[config.mk]
export PLATFORM = sky130hd
export DESIGN_NAME = pxt_page2_bank
export DESIGN_NICKNAME = d
export VERILOG_FILES = /design/src/pkg/pxt_pkg.sv /design/src/design/pxt_page2_bank.sv
export SDC_FILE = /design/constraint.sdc
export NUM_CORES = 1
export LEC_CHECK = 0
export ABC_AREA = 1
export BUFFER_PORTS_ARGS = -buffer_cell sky130_fd_sc_hd__buf_4
export CORE_UTILIZATION = 46
export CTS_CLUSTER_DIAMETER = 100
export DETAILED_ROUTE_END_ITERATION = 8
export PLACE_DENSITY = 0.77
export SYNTH_ARGS = -nofsm -noshare
export SYNTH_HDL_FRONTEND = slang
export SYNTH_SLANG_ARGS = --single-unit
[constraint.sdc]
create_clock -name clk_i -period 2.6 [get_ports clk_i]
set_input_delay 0.65 -clock clk_i [delete_from_list [all_inputs] [get_ports clk_i]]
set_output_delay 0.65 -clock clk_i [all_outputs]
set_load 0.005 [all_outputs]
[src/pkg/pxt_pkg.sv]
// Package: register map, field layout and reset values of the extended page 2 bank
`default_nettype none

package pxt_pkg;

    // ==========================================================
    // Management register indices (byte address is index times four)
    localparam logic [4:0]  PXT_IDX_TX_AMPLITUDE_TRIM   = 5'h10;
    localparam logic [4:0]  PXT_IDX_EEE_DEBUG_CONTROL   = 5'h11;
    localparam logic [4:0]  PXT_IDX_PAGE_SELECT         = 5'h1F;
    localparam logic [4:0]  PXT_IDX_FIRST_PAGED         = 5'h10;
    localparam logic [15:0] PXT_PAGE_STANDARD           = 16'h0000;
    localparam logic [15:0] PXT_PAGE_EXT2               = 16'h0002;

    // ==========================================================
    // Field positions of the energy-efficient debug control register
    localparam int PXT_BIT_TE_ENABLE      = 15;
    localparam int PXT_BIT_LED_FIBER_UNI  = 14;
    localparam int PXT_BIT_LED_INV_LO     = 10;
    localparam int PXT_BIT_LINK_UP        = 8;
    localparam int PXT_BIT_EEE_1000       = 7;
    localparam int PXT_BIT_EEE_100        = 6;
    localparam int PXT_BIT_FORCE_GIG      = 5;
    localparam int PXT_BIT_FORCE_LPI      = 4;
    localparam int PXT_BIT_INH_TX_100     = 3;
    localparam int PXT_BIT_INH_RX_100     = 2;
    localparam int PXT_BIT_INH_TX_1000    = 1;
    localparam int PXT_BIT_INH_RX_1000    = 0;

    // ==========================================================
    // Reset values
    localparam logic [3:0]  PXT_RST_TRIM_1000  = 4'h0;
    localparam logic [3:0]  PXT_RST_TRIM_100   = 4'h2;
    localparam logic [3:0]  PXT_RST_TRIM_10    = 4'hB;
    localparam logic [3:0]  PXT_RST_TRIM_10E   = 4'hE;
    localparam logic [15:0] PXT_RST_EEE_CTRL   = 16'h0000;
    localparam logic [1:0]  PXT_FORCE_GIG_SPD  = 2'b10;

    // ==========================================================
    // Carriers
    typedef struct packed {
        logic [3:0] t1000;
        logic [3:0] t100;
        logic [3:0] t10;
        logic [3:0] t10e;
    } pxt_trim_t;

    typedef enum logic [1:0] {
        PXT_SPD_10   = 2'b00,
        PXT_SPD_100  = 2'b01,
        PXT_SPD_1000 = 2'b10
    } pxt_speed_t;

    typedef struct packed {
        logic mac_tx_lpi;
        logic line_rx_lpi;
    } pxt_lpi_t;

endpackage : pxt_pkg

`default_nettype wire

[src/design/pxt_page2_bank.sv]
// Extended page 2 register bank with APB access, trim outputs and LPI steering
//
// The APB register port was left to the implementer.
`default_nettype none

module pxt_page2_bank (
    input  wire logic               clk_i,
    input  wire logic               rst_n_i,
    // APB slave
    input  wire logic               psel,
    input  wire logic               penable,
    input  wire logic               pwrite,
    input  wire logic [7:0]         paddr,
    input  wire logic [31:0]        pwdata,
    output logic      [31:0]        prdata,
    output logic                    pready,
    output logic                    pslverr,
    // Standard register space outside this bank
    output logic                    std_sel_o,
    output logic                    std_write_o,
    output logic      [4:0]         std_addr_o,
    output logic      [15:0]        std_wdata_o,
    input  wire logic [15:0]        std_rdata_i,
    input  wire logic               std_ready_i,
    input  wire logic [1:0]         std_speed_sel_i,
    // Port state
    input  wire logic               port_soft_reset_i,
    input  wire logic               link_up_i,
    input  wire logic               eee_1000_en_i,
    input  wire logic               eee_100_en_i,
    input  wire pxt_pkg::pxt_speed_t speed_i,
    input  wire logic               fiber_unidir_i,
    input  wire logic [15:0]        led_raw_i,
    input  wire pxt_pkg::pxt_lpi_t  lpi_in_i,
    // Outputs to the analogue and datapath
    output pxt_pkg::pxt_trim_t      copper_line_driver_trim_o,
    output logic                    te_mode_en_o,
    output logic                    force_gig_o,
    output logic                    test_packet_generator_lpi_o,
    output logic                    mac_data_ignore_o,
    output logic                    line_tx_lpi_o,
    output logic                    mac_rx_lpi_o,
    output logic      [15:0]        indicator_outputs_o
);
    import pxt_pkg::*;

    // ==========================================================
    // Storage
    pxt_trim_t   trim_q, trim_d;
    logic [15:0] ctrl_q, ctrl_d;
    logic [15:0] page_q, page_d;
    logic [31:0] rdata_q, rdata_d;
    logic [1:0]  link_sync_q, e1000_sync_q, e100_sync_q;
    logic [15:0] leds_q;
    logic        line_tx_lpi_q;
    logic        mac_rx_lpi_q;

    // ==========================================================
    // Address decode
    wire logic [4:0] idx        = paddr[6:2];
    wire logic       in_range   = (paddr[7] == 1'b0);
    wire logic       page2      = (page_q == PXT_PAGE_EXT2);
    wire logic       paged_idx  = (idx >= PXT_IDX_FIRST_PAGED) &&
                                  (idx != PXT_IDX_PAGE_SELECT);
    wire logic       hit_page   = in_range && (idx == PXT_IDX_PAGE_SELECT);
    wire logic       hit_local  = in_range && page2 && paged_idx;
    wire logic       hit_std    = in_range && !hit_page && !hit_local;
    wire logic       hit_trim   = hit_local && (idx == PXT_IDX_TX_AMPLITUDE_TRIM);
    wire logic       hit_ctrl   = hit_local && (idx == PXT_IDX_EEE_DEBUG_CONTROL);
    wire logic       setup      = psel && !penable;
    wire logic       access     = psel && penable;

    // Standard space requests go out only during the access phase
    assign std_sel_o   = access && hit_std;
    assign std_write_o = pwrite;
    assign std_addr_o  = idx;
    assign std_wdata_o = pwdata[15:0];

    // Local answers come with no wait; standard space waits for its ready
    assign pready  = (access && hit_std) ? std_ready_i : 1'b1;
    assign pslverr = access && !in_range;
    assign prdata  = (access && hit_std) ? {16'h0000, std_rdata_i} : rdata_q;

    wire logic wr_en = access && pready && pwrite && in_range;

    // ==========================================================
    // Status synchronisers; these come from other clock regions of the port
    always_ff @(posedge clk_i) begin
        if (!rst_n_i) begin
            link_sync_q  <= 2'b00;
            e1000_sync_q <= 2'b00;
            e100_sync_q  <= 2'b00;
        end else begin
            link_sync_q  <= {link_sync_q[0], link_up_i};
            e1000_sync_q <= {e1000_sync_q[0], eee_1000_en_i};
            e100_sync_q  <= {e100_sync_q[0], eee_100_en_i};
        end
    end

    // ==========================================================
    // Read view of the control register: RO status overlays, bit 9 reads zero
    logic [15:0] ctrl_view;
    always_comb begin
        ctrl_view                    = ctrl_q;
        ctrl_view[9]                 = 1'b0;
        ctrl_view[PXT_BIT_LINK_UP]   = link_sync_q[1];
        ctrl_view[PXT_BIT_EEE_1000]  = e1000_sync_q[1];
        ctrl_view[PXT_BIT_EEE_100]   = e100_sync_q[1];
    end

    // Local read data is fetched in the setup cycle so it leaves a flip-flop
    always_comb begin
        rdata_d = rdata_q;
        if (setup) begin
            rdata_d = 32'h0000_0000;
            if (hit_trim) begin
                rdata_d = {16'h0000, trim_q};
            end else if (hit_ctrl) begin
                rdata_d = {16'h0000, ctrl_view};
            end else if (hit_page) begin
                rdata_d = {16'h0000, page_q};
            end
        end
    end

    // ==========================================================
    // Next values: trims are plain and fall back on soft reset, sticky bits do not
    localparam logic [15:0] CTRL_RW_MASK = 16'hFC3F;
    always_comb begin
        trim_d = trim_q;
        ctrl_d = ctrl_q;
        page_d = page_q;
        if (port_soft_reset_i) begin
            trim_d = '{PXT_RST_TRIM_1000, PXT_RST_TRIM_100,
                       PXT_RST_TRIM_10, PXT_RST_TRIM_10E};
        end else if (wr_en && hit_trim) begin
            trim_d = pwdata[15:0];
        end
        if (wr_en && hit_ctrl) begin
            ctrl_d = pwdata[15:0] & CTRL_RW_MASK;
        end
        if (wr_en && hit_page) begin
            page_d = pwdata[15:0];
        end
    end

    // Hardware reset alone clears the sticky bits and page select
    always_ff @(posedge clk_i) begin
        if (!rst_n_i) begin
            trim_q  <= '{PXT_RST_TRIM_1000, PXT_RST_TRIM_100,
                         PXT_RST_TRIM_10, PXT_RST_TRIM_10E};
            ctrl_q  <= PXT_RST_EEE_CTRL;
            page_q  <= PXT_PAGE_STANDARD;
            rdata_q <= 32'h0000_0000;
        end else begin
            trim_q  <= trim_d;
            ctrl_q  <= ctrl_d;
            page_q  <= page_d;
            rdata_q <= rdata_d;
        end
    end

    // ==========================================================
    // Static controls
    assign copper_line_driver_trim_o = trim_q;
    assign te_mode_en_o              = ctrl_q[PXT_BIT_TE_ENABLE];
    assign force_gig_o = ctrl_q[PXT_BIT_FORCE_GIG] &&
                         (std_speed_sel_i == PXT_FORCE_GIG_SPD);
    assign test_packet_generator_lpi_o = ctrl_q[PXT_BIT_FORCE_LPI];
    assign mac_data_ignore_o           = ctrl_q[PXT_BIT_FORCE_LPI];

    // ==========================================================
    // LPI steering; the inhibit bits act only at their own speed
    wire logic inh_tx = (speed_i == PXT_SPD_100  && ctrl_q[PXT_BIT_INH_TX_100]) ||
                        (speed_i == PXT_SPD_1000 && ctrl_q[PXT_BIT_INH_TX_1000]);
    wire logic inh_rx = (speed_i == PXT_SPD_100  && ctrl_q[PXT_BIT_INH_RX_100]) ||
                        (speed_i == PXT_SPD_1000 && ctrl_q[PXT_BIT_INH_RX_1000]);
    wire logic tx_lpi_d = ctrl_q[PXT_BIT_FORCE_LPI] ? 1'b1 :
                          (lpi_in_i.mac_tx_lpi && !inh_tx);
    wire logic rx_lpi_d = lpi_in_i.line_rx_lpi && !inh_rx;

    // ==========================================================
    // Indicator drive: active low unless a group is inverted; fiber
    // unidirectional mode blanks them unless enabled
    logic [15:0] led_d;
    always_comb begin
        for (int g = 0; g < 4; g++) begin
            led_d[g*4 +: 4] = ~led_raw_i[g*4 +: 4] ^
                              {4{ctrl_q[PXT_BIT_LED_INV_LO + g]}};
            if (fiber_unidir_i && !ctrl_q[PXT_BIT_LED_FIBER_UNI]) begin
                led_d[g*4 +: 4] = {4{ctrl_q[PXT_BIT_LED_INV_LO + g]}} ^ 4'hF;
            end
        end
    end

    // Datapath outputs leave flip-flops, one cycle behind their inputs
    always_ff @(posedge clk_i) begin
        if (!rst_n_i) begin
            line_tx_lpi_q <= 1'b0;
            mac_rx_lpi_q  <= 1'b0;
            leds_q        <= 16'hFFFF;
        end else begin
            line_tx_lpi_q <= tx_lpi_d;
            mac_rx_lpi_q  <= rx_lpi_d;
            leds_q        <= led_d;
        end
    end

    assign line_tx_lpi_o       = line_tx_lpi_q;
    assign mac_rx_lpi_o        = mac_rx_lpi_q;
    assign indicator_outputs_o = leds_q;

    // ==========================================================
    // Assertions
    a_page_select_enter: assert property (@(posedge clk_i) disable iff (!rst_n_i)
        (wr_en && hit_page && pwdata[15:0] == 16'h0002) |=> page2)
        else $error("page 2 not entered after select write");

    a_page_route_hi: assert property (@(posedge clk_i) disable iff (!rst_n_i)
        (access && page2 && in_range && idx >= 5'd16 && idx <= 5'd30)
        |-> !std_sel_o)
        else $error("paged address leaked to standard space");

    a_low_addr_std: assert property (@(posedge clk_i) disable iff (!rst_n_i)
        (access && in_range && idx < 5'd16) |-> std_sel_o)
        else $error("low address not routed to standard space");

    a_page_select_leave: assert property (@(posedge clk_i) disable iff (!rst_n_i)
        (wr_en && hit_page && pwdata[15:0] == 16'h0000)
        |=> (!page2 && page_q == 16'h0000))
        else $error("page 2 not left after zero write");

    a_trim_write_out: assert property (@(posedge clk_i) disable iff (!rst_n_i)
        (wr_en && hit_trim && !port_soft_reset_i)
        |=> copper_line_driver_trim_o == $past(pwdata[15:0]))
        else $error("trim write not driven to line driver");

    a_trim_read_back: assert property (@(posedge clk_i) disable iff (!rst_n_i)
        (setup && hit_trim) ##1 (access && pready) |-> prdata[15:0] == trim_q)
        else $error("trim readback mismatch");

    a_te_enable_out: assert property (@(posedge clk_i) disable iff (!rst_n_i)
        (wr_en && hit_ctrl) |=> te_mode_en_o == $past(pwdata[15]))
        else $error("10BASE-Te enable not following write");

    a_led_fiber_blank: assert property (@(posedge clk_i) disable iff (!rst_n_i)
        (fiber_unidir_i && !ctrl_q[14] && ctrl_q[13:10] == 4'h0 && $stable(ctrl_q))
        |=> indicator_outputs_o == 16'hFFFF)
        else $error("indicators not blanked in fiber unidirectional mode");

    a_led_polarity: assert property (@(posedge clk_i) disable iff (!rst_n_i)
        (!fiber_unidir_i && ctrl_q[13:10] == 4'h0 && $stable(ctrl_q))
        |=> indicator_outputs_o == ~$past(led_raw_i))
        else $error("indicators not active low by default");

    a_eee_status_1000: assert property (@(posedge clk_i) disable iff (!rst_n_i)
        $rose(e1000_sync_q[1]) |-> $past(eee_1000_en_i, 2))
        else $error("gigabit EEE status without cause");

    a_eee_status_100: assert property (@(posedge clk_i) disable iff (!rst_n_i)
        (setup && hit_ctrl) |=> rdata_q[6] == $past(e100_sync_q[1]))
        else $error("100BASE-TX EEE status wrong in readback");

    a_force_gig_cond: assert property (@(posedge clk_i) disable iff (!rst_n_i)
        force_gig_o |-> (ctrl_q[5] && std_speed_sel_i == 2'b10))
        else $error("forced gigabit without enable and speed bits");

    a_force_lpi_tx: assert property (@(posedge clk_i) disable iff (!rst_n_i)
        ctrl_q[4] [*2] |-> (line_tx_lpi_o && mac_data_ignore_o))
        else $error("forced LPI not transmitted");

    a_idle_pass: assert property (@(posedge clk_i) disable iff (!rst_n_i)
        (!ctrl_q[4] && (speed_i == PXT_SPD_10 || ctrl_q[3:0] == 4'h0))
        |=> line_tx_lpi_o == $past(lpi_in_i.mac_tx_lpi))
        else $error("MAC idle not passed unchanged");

    a_inh_tx_100: assert property (@(posedge clk_i) disable iff (!rst_n_i)
        (!ctrl_q[4] && ctrl_q[3] && speed_i == PXT_SPD_100) |=> !line_tx_lpi_o)
        else $error("100BASE-TX transmit LPI not inhibited");

    a_inh_rx_100: assert property (@(posedge clk_i) disable iff (!rst_n_i)
        (ctrl_q[2] && speed_i == PXT_SPD_100) |=> !mac_rx_lpi_o)
        else $error("100BASE-TX receive LPI not inhibited");

    a_inh_tx_1000: assert property (@(posedge clk_i) disable iff (!rst_n_i)
        (!ctrl_q[4] && ctrl_q[1] && speed_i == PXT_SPD_1000) |=> !line_tx_lpi_o)
        else $error("gigabit transmit LPI not inhibited");

    a_inh_rx_1000: assert property (@(posedge clk_i) disable iff (!rst_n_i)
        (ctrl_q[0] && speed_i == PXT_SPD_1000) |=> !mac_rx_lpi_o)
        else $error("gigabit receive LPI not inhibited");

    a_link_status: assert property (@(posedge clk_i) disable iff (!rst_n_i)
        link_up_i [*3] |-> ctrl_view[8])
        else $error("link status not reflected");

    a_sticky_soft_rst: assert property (@(posedge clk_i) disable iff (!rst_n_i)
        (port_soft_reset_i && !(wr_en && hit_ctrl))
        |=> (ctrl_q == $past(ctrl_q) && trim_q == 16'h02BE))
        else $error("soft reset disturbed sticky bits or missed trims");

endmodule : pxt_page2_bank

`default_nettype wire

* After elaboration in Yosys (flattened, before gate mapping)
Cells that the tools add are included.
** Storage, ports and cells
- Register bits after elaboration :: 100
- Input port bits :: 89
- Output and inout bits :: 95
** Operators by class
- Order comparisons :: 1
- Equal/unequal tests :: 8
- Muxes and demuxes :: 10
- Bitwise gates (word level) :: 14
- Reductions and logical operators :: 35
** Operators by type and width (count)
- 2-to-1 mux 16 bit :: 3
- 2-to-1 mux 32 bit :: 1
- inverter 4 bit :: 8
- logical AND 1 bit :: 26
- == test 16 x 2 -> 1 bit, second input constant :: 1
- 2-to-1 mux 4 bit :: 4
- XOR 4 bit :: 4
- == test 5 bit, second input constant :: 3
- logical NOT 1 bit :: 6
- greater-or-equal comparator 5 bit, second input constant :: 1
- != test 5 bit, second input constant :: 1
- == test 2 bit, second input constant :: 2
- == test 2 x 1 -> 1 bit, second input constant :: 1
- logical OR 1 bit :: 2
- 2-to-1 mux 1 bit :: 2
- inverter 1 bit :: 2
- OR reduction 2 bit :: 1

* Logic depth before layout (Yosys ltp)
Gate-level depths: netlist of run 1.
- Word-level depth :: 11
- Gate-level depth with buffers :: 12
- Gate-level depth less buffers :: 11

* Worst setup path after synthesis of run 1
OpenSTA, ideal clock, no wires.
- Path kind :: input-to-output
- Start point :: input paddr[7]
- End point :: output prdata[10]
- Data arrival time :: 1.668 ns
- Path slack :: 0.282 ns
- Stages on the path :: 11
- Cells stage by stage :: inv_2 > nand2_1 > nor2_2 > nand2_1 > nor2_4 > nand2_4 > nand2_2 > inv_2 > buf_2 > nand2_1 > nand2_1
** On the way
- Word-level cells in the longest chain between the ends :: 7
** Ends and longest elaborated chain
- from (decl) :: line pxt_page2_bank.sv:13 : input wire logic [7:0] paddr,
- inverter 1 bit (*) :: line pxt_page2_bank.sv:61 : wire logic in_range = (paddr[7] == 1'b0);
- logical AND 1 bit, on equally long branches :: line pxt_page2_bank.sv:65, pxt_page2_bank.sv:66
- logical NOT 1 bit / logical AND 1 bit (equally long branches) :: line pxt_page2_bank.sv:67, pxt_page2_bank.sv:66
- logical AND 1 bit / logical NOT 1 bit (equally long branches) :: line pxt_page2_bank.sv:67 : wire logic hit_std = in_range && !hit_page && !hit_local;
- logical AND 1 bit (*) :: line pxt_page2_bank.sv:67
- logical AND 1 bit (*)
- net std_sel_o :: line pxt_page2_bank.sv:19 : output logic std_sel_o,
- 2-to-1 mux 32 bit (*) :: line pxt_page2_bank.sv:82 : assign prdata = (access && hit_std) ? {16'h0000, std_rdata_i} : rdata_q;
- to (decl) :: line pxt_page2_bank.sv:15 : output logic [31:0] prdata,
Mark *: on every way through the listed nets, which the timed path passes. The rest lies on a longest branch.

* Final worst setup path of run 1
- Start point :: input paddr[7]
- End point :: output prdata[7]
** On the way
- Word-level cells in the longest chain between the ends :: 7
** Ends and longest elaborated chain (line)
- inverter 1 bit (*) :: pxt_page2_bank.sv:61
- logical AND 1 bit, on equally long branches :: pxt_page2_bank.sv:65, pxt_page2_bank.sv:66
- logical NOT 1 bit / logical AND 1 bit (equally long branches) :: pxt_page2_bank.sv:67, pxt_page2_bank.sv:66
- logical AND 1 bit / logical NOT 1 bit (equally long branches) :: pxt_page2_bank.sv:67
- logical AND 1 bit (*) :: pxt_page2_bank.sv:67
- logical AND 1 bit (*) :: pxt_page2_bank.sv:82
- 2-to-1 mux 32 bit (*) :: pxt_page2_bank.sv:82
Mark *: on every way between the ends. The rest lies on a longest branch, timed or not.

==> results of run 1 <==
worst max-delay path by stage:
stage               startpoint          to  slack (ns)  cells past startpoint
floorplan             paddr[7]  prdata[10]        0.28                     11
global placement      paddr[3]  prdata[10]        0.04                      9
detailed placement    paddr[3]   prdata[8]       -0.04                      9
CTS                   paddr[3]   prdata[7]        0.05                      9
global route          paddr[7]   prdata[5]        0.02                     12
finish                paddr[7]   prdata[7]        0.13                     12
report_power, final:
part,switching (W),internal (W),total (W)
logic,0.000153,0.000144,0.000297
clock network,0.000493,0.000479,0.000972
registers,0.00000451,0.00130,0.00131
total,0.000651,0.00192,0.00258
routing by layer:
layer	track usage	wire length (um)
met1	0.320	5320
met5	0	0
met4	0.0780	168
met2	0.424	5680
met3	0.0277	1040
synthesized netlist by cell type, types with 3 or more instances:
master and count:
buf_2 9, inv_2 4, buf_4 40, nor3_1 12, nand3_1 29, nor2_4 3, o21ai_0 16, nor2_2 3
a21oi_1 34, nor3_2 5, nand3_4 3, inv_1 79, clkbuf_1 16, dfxtp_1 84, nand2_1 240, nand4_1 31
nor2_1 71, buf_6 3
sequential cells by signal, indices dropped and copies added (netlist names):
signal and cells:
copper_line_driver_trim_o 16, indicator_outputs_o 16, page_q 16, rdata_q 16, ctrl_q 12, e1000_sync_q 2, e100_sync_q 2, link_sync_q 2
line_tx_lpi_o 1, mac_rx_lpi_o 1
area by class of cell:
cell class              instances  share of cell area
clock inverters                 6              0.0121
well taps                     129              0.0283
multi-input cells             470               0.369
clock buffers                  10              0.0242
inverters                      85              0.0564
repair buffers                161               0.214
flip-flops and latches         84               0.295
repair_timing:
action / in CTS / in global routing
setup buffers: 0 / 0
endpoints found under the setup margin: 16 / 16
resized for setup: 1 / 3
worst max-delay path, delay by kind of cell:
kind          cells  cell delay [ns]
simple gates      8             0.74
buf+inv           4             0.44
cell families after synthesis:
| group | Yosys count | synth area share |
|---|---|---|
| simple gates | 402 | 0.394 |
| buf+inv | 153 | 0.169 |
| flops | 84 | 0.376 |
| compound gates | 52 | 0.0598 |
| other cells | 1 | 0.000838 |
per-stage QoR:
stage / std cells / area (um2) / hold WS [ns] / total power (W)
after floorplan: 707 / 4530 / 0.390 / 0.00148
after global routing: 945 / 5700 / 0.450 / 0.00267
final: 945 / 5700 / 0.422 / 0.00258
after detailed placement: 929 / 5480 / 0.407 / 0.00163
after CTS: 945 / 5690 / 0.428 / 0.00259
after global placement: 929 / 5480 / 0.402 / 0.00162
==> flow_summary.json, run 1 <==
{
  "core-area_um2": 9330,
  "finalCriticalPeriod_ns": 2.47,
  "die_h_um": 101,
  "rows": 35,
  "cts_root_buf": "clkbuf_8",
  "fin_skew_ns": 0.0102,
  "fin_crit_sh": 0.952,
  "power.density_nw_per_um2": 452,
  "cts-htree-levels": 3,
  "crit_chain": "buf_4, inv_2, nand2_1, nor2_2, nand2_1, nor2_4, nand2_4, nand2_4, buf_12, nand2_1, nand2_1, buf_4",
  "cts_tree": "done",
  "clock_path_buffers": 2,
  "rsz0062_at_grt": "no",
  "ys_seq_elements": 84,
  "crit_fanout": 16,
  "post-dp-hpwl_mm": 9.16,
  "grt_pass1_vias": 4067,
  "grt-ovfl-total": 0,
  "netlist_area_um2": 4480,
  "min_from": "e100_sync_q[0]",
  "slowest_stage": "buf_12",
  "status": "finished, final reports clean",
  "reg2reg_depth": 8,
  "postRouteAntennaNets": 0,
  "path_clk_slew_ns": 0.09,
  "grt_max_degree": 37,
  "hold_end": "e100_sync_q[1]",
  "antenna_found_initial": 0,
  "firstDrtPassIters": 5,
  "cts_buffers": 9,
  "reg2reg_from": "page_q[1]",
  "grt_pass1_wl_mm": 19.4,
  "peakVddDrop_v": 0.000249,
  "synthCells": 692,
  "yosys.area.top_type": "dfxtp_1",
  "crit_path_end_kind": "primary output",
  "viasPerCell": 4.87,
  "wl_per_cell_um": 12.9,
  "worst_slew_pin_slew_ns": 0.537,
  "port_buffers": 149,
  "tns_ns": 0,
  "pre_cts_ws_ns": -0.0393,
  "cp_slowest_stage_delay_ns": 0.14,
  "fillers": 894,
  "slew_viol_final": 0,
  "critPathArrivalTime_ns": 1.82,
  "regArea_um2": 1680,
  "via_count": 4600,
  "clock_latency_ns": 0.35,
  "utilization": 0.611,
  "avgSynthCellArea_um2": 6.47,
  "setup_violations": 0,
  "die_x_um": 101,
  "multi_input_comb_area_um2": 2100,
  "slew_headroom": 0.641,
  "synth_area_leaders": "dfxtp_1 38%, nand2_1 20%, buf_4 6.7%, inv_1 6.6%, nor2_1 6.0%",
  "r2r-end": "ctrl_q[1]",
  "crit_path_frequent_cell": "nand2_1",
  "layout_commonest_cell": "nand2_1",
  "crit_path_start_kind": "primary input",
  "r2r_setup_slack_ns": 0.63,
  "synth_top_area_frac": 0.376,
  "layout_setup_ws_ns": 0.126,
  "critPathKind": "primary input to primary output",
  "clock_sinks": 84,
  "yosys_warnings": 0,
  "initial_core_util": 0.480,
  "holdPathStages": 2,
  "nets": 900,
  "place_congestion": 0.886,
  "n_antenna_cell": 0,
  "ys.flop_type": "dfxtp_1",
  "num_io_pins": 184,
  "yosysSeqAreaShare": 0.376,
  "die_area_um2": 10100,
  "async_reset_ff_frac": 0,
  "hold_viol_final": 0,
  "drcViolationCount": 0,
  "cap_violations": 0,
  "postRouteWirelength_mm": 12.2,
  "grtUsageTotal": 0.245,
  "ctsHoldBuffers": 0,
  "drtIter0Drc": 285,
  "drive_gt1_frac": 0.248,
  "syn_to_final_growth_pct": 27.2,
  "p_leak_nw": 3.06,
  "layout_common_cells": "240 x nand2_1, 160 x buf_4, 84 x dfxtp_1",
  "yosys.cell_types.count": 25,
  "clock.fmax_mhz": 404,
  "synth_edf_count": 0,
  "required_ns": 1.95,
  "hp-class": "register to register"
}
(Power assumes the default switching activity.)
==> inputs of run 2 (changes only) <==
PLACE_DENSITY = 0.74   (was 0.77)
==> run 2 against run 1 <==
  * Clock-buffer cell count did not move
  * Non-clock buffer count rose by 3
  * Register-to-register slack improved by 0.20 ns
  * Clock skew rose by 0.0012 ns
  * Fmax rose by 0.20%
  * Critical path depth did not move
  * Sequential share of layout area fell by 0.11 points
  * Hold slack improved by 0.0022 ns
  * Utilization rose by 0.23 points
  * Sequential cell count did not move
  * Final cell count rose by 0.32%
  * Via count fell by 1.2%
==> flow_summary.json, run 2 (synthesized netlist as in run 1, its figures left out) <==
{
  "final_cell_area_um2": 5720,
  "cap_violations": 0,
  "path_clk_slew_ns": 0.09,
  "pre_cts_ws_ns": -0.0330,
  "firstDrtPassIters": 5,
  "clock.fmax_mhz": 405,
  "clock_latency_ns": 0.35,
  "die_x_um": 101,
  "crit_path_start_kind": "primary input",
  "clock_path_buffers": 2,
  "crit_path_frequent_cell": "nand2_1",
  "antenna_found_initial": 0,
  "hp-class": "register to register",
  "cts_tree": "done",
  "post-dp-hpwl_mm": 9.21,
  "crit_chain": "buf_4, inv_2, nand2_1, nor2_2, nand2_1, nor2_4, nand2_4, nand2_4, buf_12, nand2_1, nand2_1, buf_4",
  "setup_violations": 0,
  "cts_buffers": 9,
  "grtUsageTotal": 0.240,
  "via_count": 4546,
  "crit_fanout": 16,
  "hold_viol_final": 0,
  "postPlaceCellArea_um2": 5500,
  "viasPerCell": 4.80,
  "slew_headroom": 0.630,
  "required_ns": 1.95,
  "rows": 35,
  "dp.cells": 932,
  "cp_slowest_stage_delay_ns": 0.14,
  "die_h_um": 101,
  "core-area_um2": 9330,
  "num_io_pins": 184,
  "crit_path_end_kind": "primary output",
  "nets": 903,
  "syn_to_final_growth_pct": 27.7,
  "status": "finished, final reports clean",
  "peakVddDrop_v": 0.000241,
  "ctsHoldBuffers": 0,
  "grt_max_degree": 36,
  "layout_setup_ws_ns": 0.131,
  "post_cts.repair.setup_buffers": 0,
  "grt_pass1_vias": 3996,
  "port_buffers": 149,
  "critPathArrivalTime_ns": 1.82,
  "layout_common_cells": "240 x nand2_1, 163 x buf_4, 84 x dfxtp_1",
  "layout_commonest_cell": "nand2_1",
  "slowest_stage": "buf_12",
  "slew_viol_final": 0,
  "cts-htree-levels": 3,
  "die_area_um2": 10100,
  "grt_pass1_wl_mm": 19.0,
  "power.density_nw_per_um2": 449,
  "postRouteAntennaNets": 0,
  "worst_slew_pin_slew_ns": 0.553,
  "p_leak_nw": 3.08,
  "rsz0062_at_grt": "no",
  "drive_gt1_frac": 0.249,
  "n_antenna_cell": 0,
  "postRouteWirelength_mm": 12.1,
  "cts_root_buf": "clkbuf_8",
  "fin_crit_sh": 0.950,
  "drtIter0Drc": 340,
  "initial_core_util": 0.480,
  "wl_per_cell_um": 12.7,
  "layout.cells.non_filler": 948,
  "drcViolationCount": 0,
  "clock_sinks": 84,
  "critPathKind": "primary input to primary output",
  "fin_skew_ns": 0.0115,
  "finalCriticalPeriod_ns": 2.47,
  "place_congestion": 0.920,
  "grt-ovfl-total": 0
}
run 2: cell count changes in the layout (fill, tap and decap cells not counted), sizes merged:
cell	delta
buf	+3
clkinv	+2
clkinvlp	-1
inv	-1
run 2: path summary, 6_finish.rpt:
path / startpoint / end / slack, ns / depth (start not counted)
max: paddr[7] / prdata[1] / 0.13 / 12
min reg2reg: link_sync_q[0] / link_sync_q[1] / 0.42 / 2
max reg2reg: page_q[1] / rdata_q[9] / 0.83 / 10
min: link_sync_q[0] / link_sync_q[1] / 0.42 / 2
run 2: final cells by class:
| type | instances | area [um2] |
|---|---|---|
| Fill cell | 875 | 3610 |
| Tap cell | 129 | 161 |
| Clock buffer | 10 | 138 |
| Clock inverter | 6 | 70.1 |
| Sequential cell | 84 | 1680 |
| Inverter | 85 | 322 |
| Timing Repair Buffer | 164 | 1240 |
| Multi-Input combinational cell | 470 | 2100 |
run 2: layer usage:
layer  up-vias  wire length, um  track usage
met4         0              173       0.0747
met2       211             5450        0.392
met3        13              958       0.0430
met5         -                0            0
li1       2341                -            -
met1      1981             5490        0.323
run 2: worst max-delay path: cells and delay by family:
family / cells / cell delay (ns)
and+or+nand+nor: 8 / 0.75
buffers and inverters: 4 / 0.43
run 2: stage by stage:
step	total power, W	utilization	hold slack [ns]	TNS [ns]
2_1_floorplan	0.00148	-	0.390	0
3_3_place_gp	0.00163	0.590	0.408	0
3_5_place_dp	0.00163	0.590	0.405	-0.266
4_1_cts	0.00259	0.612	0.430	0
5_1_grt	0.00267	0.613	0.438	0
6_report	0.00257	0.613	0.424	0
run 2: where the power goes:
part | internal [W] | total [W] | switching [W] | leakage, nW
clock | 0.000479 | 0.000963 | 0.000484 | 0.107
sequential | 0.00130 | 0.00131 | 0.00000470 | 0.682
combinational | 0.000145 | 0.000299 | 0.000153 | 2.29
total | 0.00193 | 0.00257 | 0.000642 | 3.08
run 2: what timing repair did:
action,4_1_cts,5_1_grt
endpoints found under the setup margin,16,16
resized for setup,1,2
endpoints found under the hold margin,0,0
pin swaps,0,0
